==> config.mk <==
export PLATFORM = sky130hd
export DESIGN_NAME = audio_pll_clock_config
export DESIGN_NICKNAME = d
export VERILOG_FILES = /design/src/audio_pll_clock_pkg.sv /design/src/audio_pll_clock_config.sv /design/src/audio_clock_divider.sv
export SDC_FILE = /design/constraint.sdc
export NUM_CORES = 1
export LEC_CHECK = 0
export BUFFER_PORTS_ARGS = -buffer_cell sky130_fd_sc_hd__buf_2
export CAP_MARGIN = 20
export CORE_UTILIZATION = 50
export DETAILED_ROUTE_END_ITERATION = 16
export PLACE_DENSITY = 0.9
export RECOVER_POWER = 25
export SYNTH_ARGS = -nofsm -noshare
export SYNTH_HDL_FRONTEND = slang
export SYNTH_SLANG_ARGS = --single-unit
==> constraint.sdc <==
create_clock -name ref_clk -period 5.3 [get_ports ref_clk]
set_input_delay 0.265 -clock ref_clk [delete_from_list [all_inputs] [get_ports ref_clk]]
set_output_delay 0.265 -clock ref_clk [all_outputs]
set_load 0.02 [all_outputs]
==> src/audio_pll_clock_pkg.sv <==
// constants for the audio pll configuration and audio clock gating block
// assumes a 32-bit ahb-lite register port and a 20 MHz ref_clk
package audio_pll_clock_pkg;
  localparam logic [31:0] ADDR_AUDIO_PLL_CONFIG = 32'hfff0_0010;
  localparam logic [31:0] ADDR_AUDIO_CLOCK_GATE_AUDIO_CLOCK_DIVISOR = 32'hfff0_0014;
  localparam logic [31:0] RESET_AUDIO_PLL_CONFIG = 32'h0001_0000;
  localparam logic [31:0] RESET_AUDIO_CLOCK_GATE_AUDIO_CLOCK_DIVISOR = 32'h0000_0000;
  // writable bits; everything else is reserved
  localparam logic [31:0] MASK_AUDIO_PLL_CONFIG = 32'h0001_ffff;
  localparam logic [31:0] MASK_AUDIO_CLOCK_GATE_AUDIO_CLOCK_DIVISOR = 32'h0000_01ff;
  localparam int POWERDOWN_BIT = 16;
  localparam int FEEDBACK_MSB = 15;
  localparam int FEEDBACK_LSB = 7;
  localparam int OUTPUT_DIV_MSB = 6;
  localparam int OUTPUT_DIV_LSB = 5;
  localparam int INPUT_DIV_MSB = 4;
  localparam int INPUT_DIV_LSB = 0;
  localparam int SOURCE_ENABLE_BIT = 8;
  localparam int DIVISOR_MSB = 7;
  localparam int DIVISOR_LSB = 0;
  localparam int FEEDBACK_WIDTH = 9;
  localparam int INPUT_DIV_WIDTH = 5;
  localparam int DIVISOR_WIDTH = 8;
  localparam logic [9:0] FEEDBACK_OFFSET = 10'h002;
  localparam logic [5:0] INPUT_DIV_OFFSET = 6'h02;
  localparam logic [1:0] HTRANS_NONSEQ = 2'h2;
  localparam logic [1:0] HTRANS_SEQ = 2'h3;
  localparam logic HRESP_OKAY = 1'b0;
  localparam int REF_CLK_MHZ = 20;
  localparam int CRYSTAL_KHZ = 15000;
endpackage

==> src/audio_pll_clock_config.sv <==
// audio pll configuration registers and audio clock gating, ahb-lite slave
// assumes the analog pll1 sits outside, fed by the shared 15 MHz crystal,
// and returns its output on pll1_fout, well below half of ref_clk
//
// How it works
// - powerdown bit high holds pll1 down; resets high
// - feedback factor is bits 15:7 plus two
// - input factor is bits 4:0 plus two
// - output divider code 00/01/10/11 gives 1/2/2/4
// - fout is fin times nf over nr over no
// - pll1 uses the system pll crystal reference
// - enable bit 8 gates pll1 to audio clock
// - audio clock is fout over divisor plus one
`timescale 1ns/10ps
module audio_pll_clock_config
  import audio_pll_clock_pkg::*;
(
  // clock and reset
  input wire logic ref_clk,
  input wire logic reset_n,
  // ahb-lite slave
  input wire logic hsel,
  input wire logic [31:0] haddr,
  input wire logic [1:0] htrans,
  input wire logic hwrite,
  input wire logic [2:0] hsize,
  input wire logic [31:0] hwdata,
  input wire logic hready,
  output logic [31:0] hrdata,
  output logic hreadyout,
  output logic hresp,
  // analog pll1 control
  output logic audio_pll_powerdown,
  output logic [9:0] audio_pll_feedback_factor,
  output logic [5:0] audio_pll_input_factor,
  output logic [2:0] audio_pll_output_factor,
  // clocks
  input wire logic pll1_fout,
  output logic audio_clk
);
  logic [1:0] reset_sync;
  logic rst_n;
  logic [1:0] fout_sync;
  logic [31:0] audio_pll_config;
  logic [31:0] audio_clock_gate_audio_clock_divisor;
  logic [31:0] next_audio_pll_config;
  logic [31:0] next_audio_clock_gate_audio_clock_divisor;
  logic write_pending;
  logic [31:0] write_addr;
  logic access_valid;

  function automatic logic [31:0] read_value(input logic [31:0] addr,
                                             input logic [31:0] cfg,
                                             input logic [31:0] gate);
    if (addr == ADDR_AUDIO_PLL_CONFIG) begin
      read_value = cfg & MASK_AUDIO_PLL_CONFIG;
    end else if (addr == ADDR_AUDIO_CLOCK_GATE_AUDIO_CLOCK_DIVISOR) begin
      read_value = gate & MASK_AUDIO_CLOCK_GATE_AUDIO_CLOCK_DIVISOR;
    end else begin
      read_value = '0;
    end
  endfunction

  function automatic logic [2:0] output_factor(input logic [1:0] code);
    unique case (code)
      2'h0: output_factor = 3'h1;
      2'h1: output_factor = 3'h2;
      2'h2: output_factor = 3'h2;
      2'h3: output_factor = 3'h4;
    endcase
  endfunction

  always_ff @(posedge ref_clk or negedge reset_n) begin
    if (!reset_n) begin
      reset_sync <= 2'h0;
    end else begin
      reset_sync <= {reset_sync[0], 1'b1};
    end
  end
  assign rst_n = reset_sync[1];

  // pll1 output is asynchronous to ref_clk
  always_ff @(posedge ref_clk or negedge rst_n) begin
    if (!rst_n) begin
      fout_sync <= 2'h0;
    end else begin
      fout_sync <= {fout_sync[0], pll1_fout};
    end
  end

  assign access_valid = hsel && hready && (htrans == HTRANS_NONSEQ || htrans == HTRANS_SEQ);

  // zero wait states: address phase captured here, data written next edge
  always_ff @(posedge ref_clk or negedge rst_n) begin
    if (!rst_n) begin
      write_pending <= 1'b0;
      write_addr <= '0;
    end else begin
      write_pending <= access_valid && hwrite;
      write_addr <= haddr;
    end
  end

  always_comb begin
    next_audio_pll_config = audio_pll_config;
    next_audio_clock_gate_audio_clock_divisor = audio_clock_gate_audio_clock_divisor;
    if (write_pending && write_addr == ADDR_AUDIO_PLL_CONFIG) begin
      next_audio_pll_config = hwdata & MASK_AUDIO_PLL_CONFIG;
    end
    if (write_pending && write_addr == ADDR_AUDIO_CLOCK_GATE_AUDIO_CLOCK_DIVISOR) begin
      next_audio_clock_gate_audio_clock_divisor = hwdata & MASK_AUDIO_CLOCK_GATE_AUDIO_CLOCK_DIVISOR;
    end
  end

  always_ff @(posedge ref_clk or negedge rst_n) begin
    if (!rst_n) begin
      audio_pll_config <= RESET_AUDIO_PLL_CONFIG;
      audio_clock_gate_audio_clock_divisor <= RESET_AUDIO_CLOCK_GATE_AUDIO_CLOCK_DIVISOR;
    end else begin
      audio_pll_config <= next_audio_pll_config;
      audio_clock_gate_audio_clock_divisor <= next_audio_clock_gate_audio_clock_divisor;
    end
  end

  // read data taken from next values so a read right after a write sees it
  always_ff @(posedge ref_clk or negedge rst_n) begin
    if (!rst_n) begin
      hrdata <= '0;
      hreadyout <= 1'b1;
      hresp <= HRESP_OKAY;
    end else begin
      hreadyout <= 1'b1;
      hresp <= HRESP_OKAY;
      if (access_valid && !hwrite) begin
        hrdata <= read_value(haddr, next_audio_pll_config, next_audio_clock_gate_audio_clock_divisor);
      end
    end
  end

  // analog pll1 controls; its reference is the shared crystal, no select
  always_ff @(posedge ref_clk or negedge rst_n) begin
    if (!rst_n) begin
      audio_pll_powerdown <= RESET_AUDIO_PLL_CONFIG[POWERDOWN_BIT];
      audio_pll_feedback_factor <= FEEDBACK_OFFSET;
      audio_pll_input_factor <= INPUT_DIV_OFFSET;
      audio_pll_output_factor <=
        output_factor(RESET_AUDIO_PLL_CONFIG[OUTPUT_DIV_MSB:OUTPUT_DIV_LSB]);
    end else begin
      audio_pll_powerdown <= audio_pll_config[POWERDOWN_BIT];
      // factors applied by pll1: fout = fin * nf / nr / no
      audio_pll_feedback_factor <= {1'b0, audio_pll_config[FEEDBACK_MSB:FEEDBACK_LSB]}
                                   + FEEDBACK_OFFSET;
      audio_pll_input_factor <= {1'b0, audio_pll_config[INPUT_DIV_MSB:INPUT_DIV_LSB]}
                                + INPUT_DIV_OFFSET;
      audio_pll_output_factor <=
        output_factor(audio_pll_config[OUTPUT_DIV_MSB:OUTPUT_DIV_LSB]);
    end
  end

  // a powered-down pll1 still passes its (flat) output when enabled;
  // software owns the ordering of enable and powerdown
  audio_clock_divider #(
    .WIDTH(DIVISOR_WIDTH)
  ) divider (
    .clk(ref_clk),
    .rst_n(rst_n),
    .enable(audio_clock_gate_audio_clock_divisor[SOURCE_ENABLE_BIT]),
    .divisor(audio_clock_gate_audio_clock_divisor[DIVISOR_MSB:DIVISOR_LSB]),
    .fout_level(fout_sync[1]),
    .audio_clk(audio_clk)
  );

  a_powerdown_follow: assert property (@(posedge ref_clk) disable iff (!rst_n)
    ##1 audio_pll_powerdown == $past(audio_pll_config[POWERDOWN_BIT]))
    else $error("powerdown output does not follow register");
  // factors lag the register by one edge, so compare against its previous value
  a_feedback_plus2: assert property (@(posedge ref_clk) disable iff (!rst_n)
    $stable(audio_pll_config) |=> audio_pll_feedback_factor ==
      10'($past(audio_pll_config[FEEDBACK_MSB:FEEDBACK_LSB])) + 10'h002)
    else $error("feedback factor wrong");
  a_input_plus2: assert property (@(posedge ref_clk) disable iff (!rst_n)
    $stable(audio_pll_config) |=> audio_pll_input_factor ==
      6'($past(audio_pll_config[INPUT_DIV_MSB:INPUT_DIV_LSB])) + 6'h02)
    else $error("input factor wrong");
  a_output_decode: assert property (@(posedge ref_clk) disable iff (!rst_n)
    (audio_pll_config[OUTPUT_DIV_MSB:OUTPUT_DIV_LSB] == 2'h3 && $stable(audio_pll_config))
      |=> audio_pll_output_factor == 3'h4)
    else $error("output divider decode wrong");
  a_reserved_zero: assert property (@(posedge ref_clk) disable iff (!rst_n)
    (audio_pll_config & ~MASK_AUDIO_PLL_CONFIG) == '0 &&
    (audio_clock_gate_audio_clock_divisor & ~MASK_AUDIO_CLOCK_GATE_AUDIO_CLOCK_DIVISOR) == '0)
    else $error("reserved bits set");
  a_write_lands: assert property (@(posedge ref_clk) disable iff (!rst_n)
    (access_valid && hwrite && haddr == ADDR_AUDIO_CLOCK_GATE_AUDIO_CLOCK_DIVISOR) ##1 1'b1
      |=> audio_clock_gate_audio_clock_divisor == ($past(hwdata) & MASK_AUDIO_CLOCK_GATE_AUDIO_CLOCK_DIVISOR))
    else $error("gate register write lost");
  c_power_up: cover property (@(posedge ref_clk) disable iff (!rst_n) $fell(audio_pll_powerdown));
  c_enable_gate: cover property (@(posedge ref_clk) disable iff (!rst_n)
    $rose(audio_clock_gate_audio_clock_divisor[SOURCE_ENABLE_BIT]));
  c_read_back: cover property (@(posedge ref_clk) disable iff (!rst_n)
    access_valid && !hwrite && haddr == ADDR_AUDIO_PLL_CONFIG);
endmodule // audio_pll_clock_config

==> src/audio_clock_divider.sv <==
// divides the synchronised pll1 output by divisor+1 and gates it
// assumes fout_level is already synchronised to clk and well below clk/2
`timescale 1ns/10ps
module audio_clock_divider
  import audio_pll_clock_pkg::*;
#(
  parameter int WIDTH = DIVISOR_WIDTH
) (
  // clock and reset
  input wire logic clk,
  input wire logic rst_n,
  // control
  input wire logic enable,
  input wire logic [WIDTH-1:0] divisor,
  // clocks
  input wire logic fout_level,
  output logic audio_clk
);
  logic prev_level;
  logic [WIDTH-1:0] edge_count;
  logic any_edge;

  assign any_edge = fout_level != prev_level;

  always_ff @(posedge clk or negedge rst_n) begin
    if (!rst_n) begin
      prev_level <= 1'b0;
    end else begin
      prev_level <= fout_level;
    end
  end

  // toggling every divisor+1 edges of either kind gives a period of
  // divisor+1 source periods; divisor zero simply follows the source
  always_ff @(posedge clk or negedge rst_n) begin
    if (!rst_n) begin
      edge_count <= '0;
      audio_clk <= 1'b0;
    end else if (!enable) begin
      edge_count <= '0;
      audio_clk <= 1'b0;
    end else if (any_edge) begin
      if (edge_count >= divisor) begin
        edge_count <= '0;
        audio_clk <= ~audio_clk;
      end else begin
        edge_count <= edge_count + 1'b1;
      end
    end
  end

  a_gate_blocks: assert property (@(posedge clk) disable iff (!rst_n)
    !enable |=> !audio_clk)
    else $error("audio clock moved while source disabled");
  // phase against the source depends on when enable rose, so only the toggle is checked
  a_passthrough_follow: assert property (@(posedge clk) disable iff (!rst_n)
    (enable && divisor == '0 && $past(enable) && any_edge) |=> audio_clk != $past(audio_clk))
    else $error("divisor zero does not follow source");
  a_toggle_needs_count: assert property (@(posedge clk) disable iff (!rst_n)
    (enable && $changed(audio_clk)) |-> ($past(any_edge) && $past(edge_count) >= $past(divisor)))
    else $error("audio clock toggled before count reached");
  c_divided_toggle: cover property (@(posedge clk) disable iff (!rst_n)
    enable && divisor == 8'h03 && $rose(audio_clk));
endmodule // audio_clock_divider

* Word level (Yosys, flattened, before mapping)
Index checks and enable logic that the tools add are counted.
** Cells by class
- $add $sub $neg :: 3
- $mul :: 0
- Divide/modulo/power cells :: 0
- $lt $le $gt $ge :: 1
- Eq/ne operators :: 12
- Shift operators :: 0
- Multiplexer cells :: 11
- Bitwise logic cells :: 1
- Reduce and logical (&&, ||, !) cells :: 11
** Operators by type and width (count)
- == test 32 bit (second input constant) :: 4
- 2-to-1 mux 32 bit :: 1
- 2-to-1 mux 8 bit :: 3
- 2-to-1 mux 9 bit :: 2
- 2-to-1 mux 17 bit :: 1
- adder 9 x 2 -> 10 bit (second input constant) :: 1
- case mux 3 bit (3 select lines) :: 1
- adder 8 x 1 -> 8 bit (second input constant) :: 1
- == test 2 bit (second input constant) :: 4
- greater-or-equal comparator 8 bit :: 1
- adder 5 x 2 -> 6 bit (second input constant) :: 1
- logical AND 1 bit :: 6
- != test 2 x 1 -> 1 bit (second input constant) :: 2
- 2-to-1 mux 1 bit :: 3
- == test 2 x 1 -> 1 bit (second input constant) :: 1
- logical NOT 2 bit :: 1
- AND reduction 2 bit :: 1
- OR reduction 2 bit :: 1
- logical NOT 1 bit :: 1
- logical OR 1 bit :: 1
- != test 1 bit :: 1
- NOT 1 bit :: 1
** Storage, ports and cells
- Bits in registers :: 125
- Bits in latches :: 0
- Bits in writable memories :: 0
- Bits in read-only memories :: 0
- Word-level logic and storage cells :: 53
- Memories :: 0

* Longest topological paths before layout
- Depth in word-level cells :: 5
- Gate-level depth with buffers :: 7
- Depth with buffers taken out :: 7

* Modules after synthesis
Synthesis repeated with hierarchy kept, for this count alone.
** Second synthesis, totals
- Cell total of the unflattened synthesis :: 392
- Area, all modules :: 4645.7 µm²
** By module, submodules not included
- audio_pll_clock_config :: times used 1, cells each 318, area each 3902.5 µm², seq. area each 2508.7 µm²
- audio_clock_divider :: times used 1, cells each 74, area each 743.2 µm², seq. area each 250.2 µm²

* Worst setup path after synthesis
No wires, ideal clock.
- Path type :: flip-flop to flip-flop
- Start point :: register write_addr[17]
- End point :: register hrdata[16]
- Setup time :: 0.121 ns
- Arrival time :: 2.335 ns
- Required time :: 5.179 ns
- Setup slack :: 2.844 ns
- Cell stages (with the launch flop) :: 7
- Path buffers :: 1
- Period minus slack after synthesis :: 2.456 ns
- Path through :: dfrtp_1 > or4b_1 > or4_4 > or3_1 > buf_6 > mux2_4 > a22o_1
** Between the ends
- Longest elaborated chain between the ends :: 4
** Ends and longest elaborated chain
- from (decl) :: RTL line audio_pll_clock_config.sv:49 : logic [31:0] write_addr;
- from (signal assigned) :: RTL line audio_pll_clock_config.sv:100 : write_addr <= haddr;
- == test 32 bit :: RTL line audio_pll_clock_config.sv:107 : if (write_pending && write_addr == ADDR_AUDIO_PLL_CONFIG) begin
- logical AND 1 bit :: RTL line audio_pll_clock_config.sv:107
- 2-to-1 mux 17 bit :: RTL line audio_pll_clock_config.sv:107
- net next_audio_pll_config[16] :: RTL line audio_pll_clock_config.sv:46 : logic [31:0] next_audio_pll_config;
- 2-to-1 mux 32 bit :: RTL line audio_pll_clock_config.sv:55 : if (addr == ADDR_AUDIO_PLL_CONFIG) begin
- to (signal assigned) :: RTL line audio_pll_clock_config.sv:135 : hrdata <= read_value(haddr, next_audio_pll_config, next_audio_clock_gate_audio_clock_divisor);
- to (decl) :: RTL line audio_pll_clock_config.sv:29 : output logic [31:0] hrdata,
The timed path passes the listed nets, and every way through them passes these cells.
A chain may end at the register's enable or synchronous reset.

* Worst setup path after layout
- Start point :: input haddr[16]
- End point :: register hrdata[2]
** Between the ends
- Longest elaborated chain between the ends :: 3
- Elaborated cells between the ends (all ways) :: 4
- Classes of those cells :: eq/ne: 2; mux: 2
** Ends and longest elaborated chain
- from (decl) :: RTL line audio_pll_clock_config.sv:23 : input wire logic [31:0] haddr,
- == test 32 bit :: RTL line audio_pll_clock_config.sv:57 : end else if (addr == ADDR_AUDIO_CLOCK_GATE_AUDIO_CLOCK_DIVISOR) begin
- 2-to-1 mux 9 bit :: RTL line audio_pll_clock_config.sv:57
- 2-to-1 mux 32 bit (*) :: RTL line audio_pll_clock_config.sv:55
Every way passes the cells marked *; elsewhere a longest branch is shown, timed or not.

==> flow_metrics.py <==
metrics = {
    "synth": {
        "postSynthAreaPerCell_sq_um": 13.0,
        "ys_ff_latch": 110,
        "yosysWarnings": 0,
        "syn-cell-area_sq_mm": 0.00440,
        "asr_flop_ratio_synth": 1.00,
        "ys.flop_type": "sky130_fd_sc_hd__dfrtp_1",
        "ys_types": 41,
        "netlist_instances": 339,
        "synth-seq-area-share": 0.626,
        "synth-edff-count": 0,
    },
    "placed_design": {
        "pre_cts_slack_ps": 2270,
        "port_buffers": 93,
        "dpl.hpwl_microns": 6450,
        "gpl.final_weighted_congestion": 0.837,
        "detailed_place.area_sq_mm": 0.00491,
    },
    "job": {
        "maxCapViolCount": 1,
    },
    "cts": {
        "cts_tree": "built",
        "cts_setup_buffers": 0,
        "cts_made_buffers": 9,
        "clkLatencyLatePin_ps": 370,
        "cts_max_path_buffers": 2,
        "cts_resized": 0,
        "ctsRootBufferMaster": "sky130_fd_sc_hd__clkbuf_8",
        "clk_pin_slew_worst_paths_ps": 100,
        "cts.htree.levels": 3,
        "ctsHoldBuffers": 13,
        "clock_sink_count": 110,
    },
    "cells_and_area": {
        "most-common-layout-cells": "sky130_fd_sc_hd__dfrtp_1 (105), sky130_fd_sc_hd__buf_2 (69), sky130_fd_sc_hd__dlygate4sd3_1 (25)",
        "filler_cell_count": 648,
        "post_route_cells_drive_above_1_share": 0.252,
        "most_common_cell_after_layout_fill_and_taps_aside": "sky130_fd_sc_hd__dfrtp_1",
        "finish.net_count": 551,
        "synthToLayoutAreaGrowth_pct": 22.5,
        "stdcell_area_sq_mm": 0.00539,
        "finalCoreUtilization": 0.644,
        "insertedDiodeCount": 0,
    },
    "power_and_ir_drop": {
        "ir_worst_vdd_mv": 0.173,
        "power.static_leakage_nw": 2.65,
        "pwr_density_cell_mw_per_mm2": 292,
    },
    "global_routing": {
        "grt_start_max_net_pins": 58,
        "first_global_vias": 3091,
        "grt_pass1_wl_microns": 14600,
        "gr-total-overflow": 0,
        "grt.total_usage": 0.213,
        "antenna_found_initial": 0,
    },
    "sta": {
        "setup_tns_ps": 0,
        "grt_setup_unrepaired": "no",
        "period_share": 0.567,
        "min_period_ps": 3010,
        "hold_slack_ps": 18.9,
        "slew-limit-headroom": -0.302,
        "timing_max_transition_violations_final": 53,
        "postLayoutSetupSlackWorst_ps": 2290,
        "hold_viol_final": 0,
        "setup_violations": 0,
        "worst_pin_slew_ps": 1950,
        "clock_skew_ps": 12.3,
        "clock.fmax_mhz": 333,
    },
    "route": {
        "drt_pre_antenna_iters": 5,
        "route.detailed.vias_per_inst": 5.37,
        "dr_total_vias": 3079,
        "drt-initial-drc-count": 161,
        "routedWlPerCell_microns": 16.2,
        "detail_route.wirelength_microns": 9270,
        "antenna_violating_nets_post_route": 0,
        "drc": 0,
    },
    "die": {
        "floorplan.io_pins": 130,
        "floorplan.die.width_microns": 95.9,
        "design.die.area_sq_mm": 0.00919,
        "chipHeight_microns": 95.9,
        "design.core.area_sq_mm": 0.00838,
        "initial_utilization": 0.525,
        "placementRows": 33,
    },
    "worst_setup_path": {
        "reg2reg_from": "write_addr[17]",
        "timing.critical_path.fanout_max": 17,
        "critical_path.endpoint": "hrdata[2]",
        "startpoint_type": "primary input",
        "worst_setup_path_startpoint": "haddr[16]",
        "critPathRequiredTime_ps": 5580,
        "worst-r2r-cell-count": 5,
        "worstSetupPathType": "in -> reg",
        "worst_r2r_endpoint": "hrdata[11]",
        "reg2reg_slack_ps": 2440,
        "critical_path.endpoint_type": "flop",
        "critical_path_arrival_ps": 3280,
    },
    "worst_hold_path": {
        "hold_path.startpoint": "haddr[17]",
        "holdCritPathClass": "in -> reg",
    },
    "outcome": {
        "failing_checks": "max-capacitance violations, max-slew violations",
        "status": "finished, violations left",
    },
}
## report_power, final
part	total (mW)	switching, mW	internal [mW]
sequential	0.887	0.0205	0.866
combinational	0.115	0.0648	0.0505
clock	0.574	0.296	0.278
total	1.58	0.381	1.20
## synthesized netlist by cell type, types with 2 or more instances
library cell,n,share of area
sky130_fd_sc_hd__a2111oi_0,2,0.0040
sky130_fd_sc_hd__a22o_1,12,0.024
sky130_fd_sc_hd__a22oi_1,9,0.015
sky130_fd_sc_hd__and2_1,2,0.0028
sky130_fd_sc_hd__and3_1,15,0.021
sky130_fd_sc_hd__and4_1,4,0.0080
sky130_fd_sc_hd__buf_2,2,0.0023
sky130_fd_sc_hd__buf_4,17,0.029
sky130_fd_sc_hd__clkbuf_1,5,0.0043
sky130_fd_sc_hd__conb_1,2,0.0017
sky130_fd_sc_hd__dfrtp_1,105,0.60
sky130_fd_sc_hd__dfstp_2,5,0.030
sky130_fd_sc_hd__ha_1,13,0.037
sky130_fd_sc_hd__inv_1,15,0.013
sky130_fd_sc_hd__mux2_2,15,0.038
sky130_fd_sc_hd__mux2_4,4,0.014
sky130_fd_sc_hd__nand2_1,24,0.020
sky130_fd_sc_hd__nand3_1,12,0.014
sky130_fd_sc_hd__nand4_1,10,0.014
sky130_fd_sc_hd__nand4b_1,3,0.0060
sky130_fd_sc_hd__nor2_1,7,0.0060
sky130_fd_sc_hd__nor2b_1,4,0.0057
sky130_fd_sc_hd__nor4_1,4,0.0057
sky130_fd_sc_hd__nor4b_1,3,0.0060
sky130_fd_sc_hd__o211ai_1,9,0.015
sky130_fd_sc_hd__o21ai_0,9,0.010
sky130_fd_sc_hd__or3_1,2,0.0028
sky130_fd_sc_hd__or4b_1,2,0.0045
sky130_fd_sc_hd__xnor2_1,7,0.014
sky130_fd_sc_hd__xor2_1,5,0.0099
## flip-flops by register name (all words and copies together) (netlist names), 3 cells and up
| signal | cells |
|---|---|
| audio_clock_gate_audio_clock_divisor | 9 |
| audio_pll_config | 17 |
| audio_pll_feedback_factor | 10 |
| audio_pll_input_factor | 6 |
| audio_pll_output_factor | 3 |
| divider.edge_count | 8 |
| hrdata | 17 |
| write_addr | 32 |
## cell families after synthesis
family,Yosys count,share of synthesized area
buf+inv,40,0.0509
fa+ha+maj,13,0.0369
simple gates,99,0.134
flops,110,0.626
mux,19,0.0520
compound gates,44,0.0739
xor+xnor,12,0.0239
other cells,2,0.00171
## routing by layer
metal | vias up | wire length, microns | global-route usage
li1 | 1423 | - | -
met1 | 1513 | 3730 | 0.255
met2 | 121 | 4710 | 0.364
met3 | 22 | 614 | 0.0545
met4 | 0 | 219 | 0.0920
met5 | - | 0 | 0
## critical path, cell delays in order
cell,delay [ps]
sky130_fd_sc_hd__dlygate4sd3_1,530
sky130_fd_sc_hd__clkbuf_1,110
sky130_fd_sc_hd__or4b_1,510
sky130_fd_sc_hd__or4_1,590
sky130_fd_sc_hd__nor4b_4,950
sky130_fd_sc_hd__nand3_1,190
sky130_fd_sc_hd__o211ai_1,130
## worst min path at each step
| stage | depth (start not counted) | endpoint |
|---|---|---|
| after CTS | 1 | write_addr[0] |
| after floorplan | 0 | reset_sync[0] |
| after detailed placement | 1 | reset_sync[0] |
| final | 1 | write_addr[17] |
| after global routing | 1 | write_addr[17] |
| after global placement | 1 | reset_sync[0] |
## final cells by class
cell class / count / area, sq um / area share
multi-input cells: 205 / 1480 / 0.275
clock buffers: 9 / 124 / 0.0230
repair buffers: 122 / 726 / 0.135
flip-flops and latches: 110 / 2760 / 0.511
well taps: 105 / 131 / 0.0244
clock inverters: 7 / 116 / 0.0216
inverters: 15 / 56.3 / 0.0104
## per-stage QoR
step	total power, mW	instances
final	1.58	573
after global routing	1.64	573
after floorplan	0.968	355
after CTS	1.59	559
after detailed placement	1.01	530
after global placement	1.00	530
Note: power is estimated with default switching activity, not from simulation.
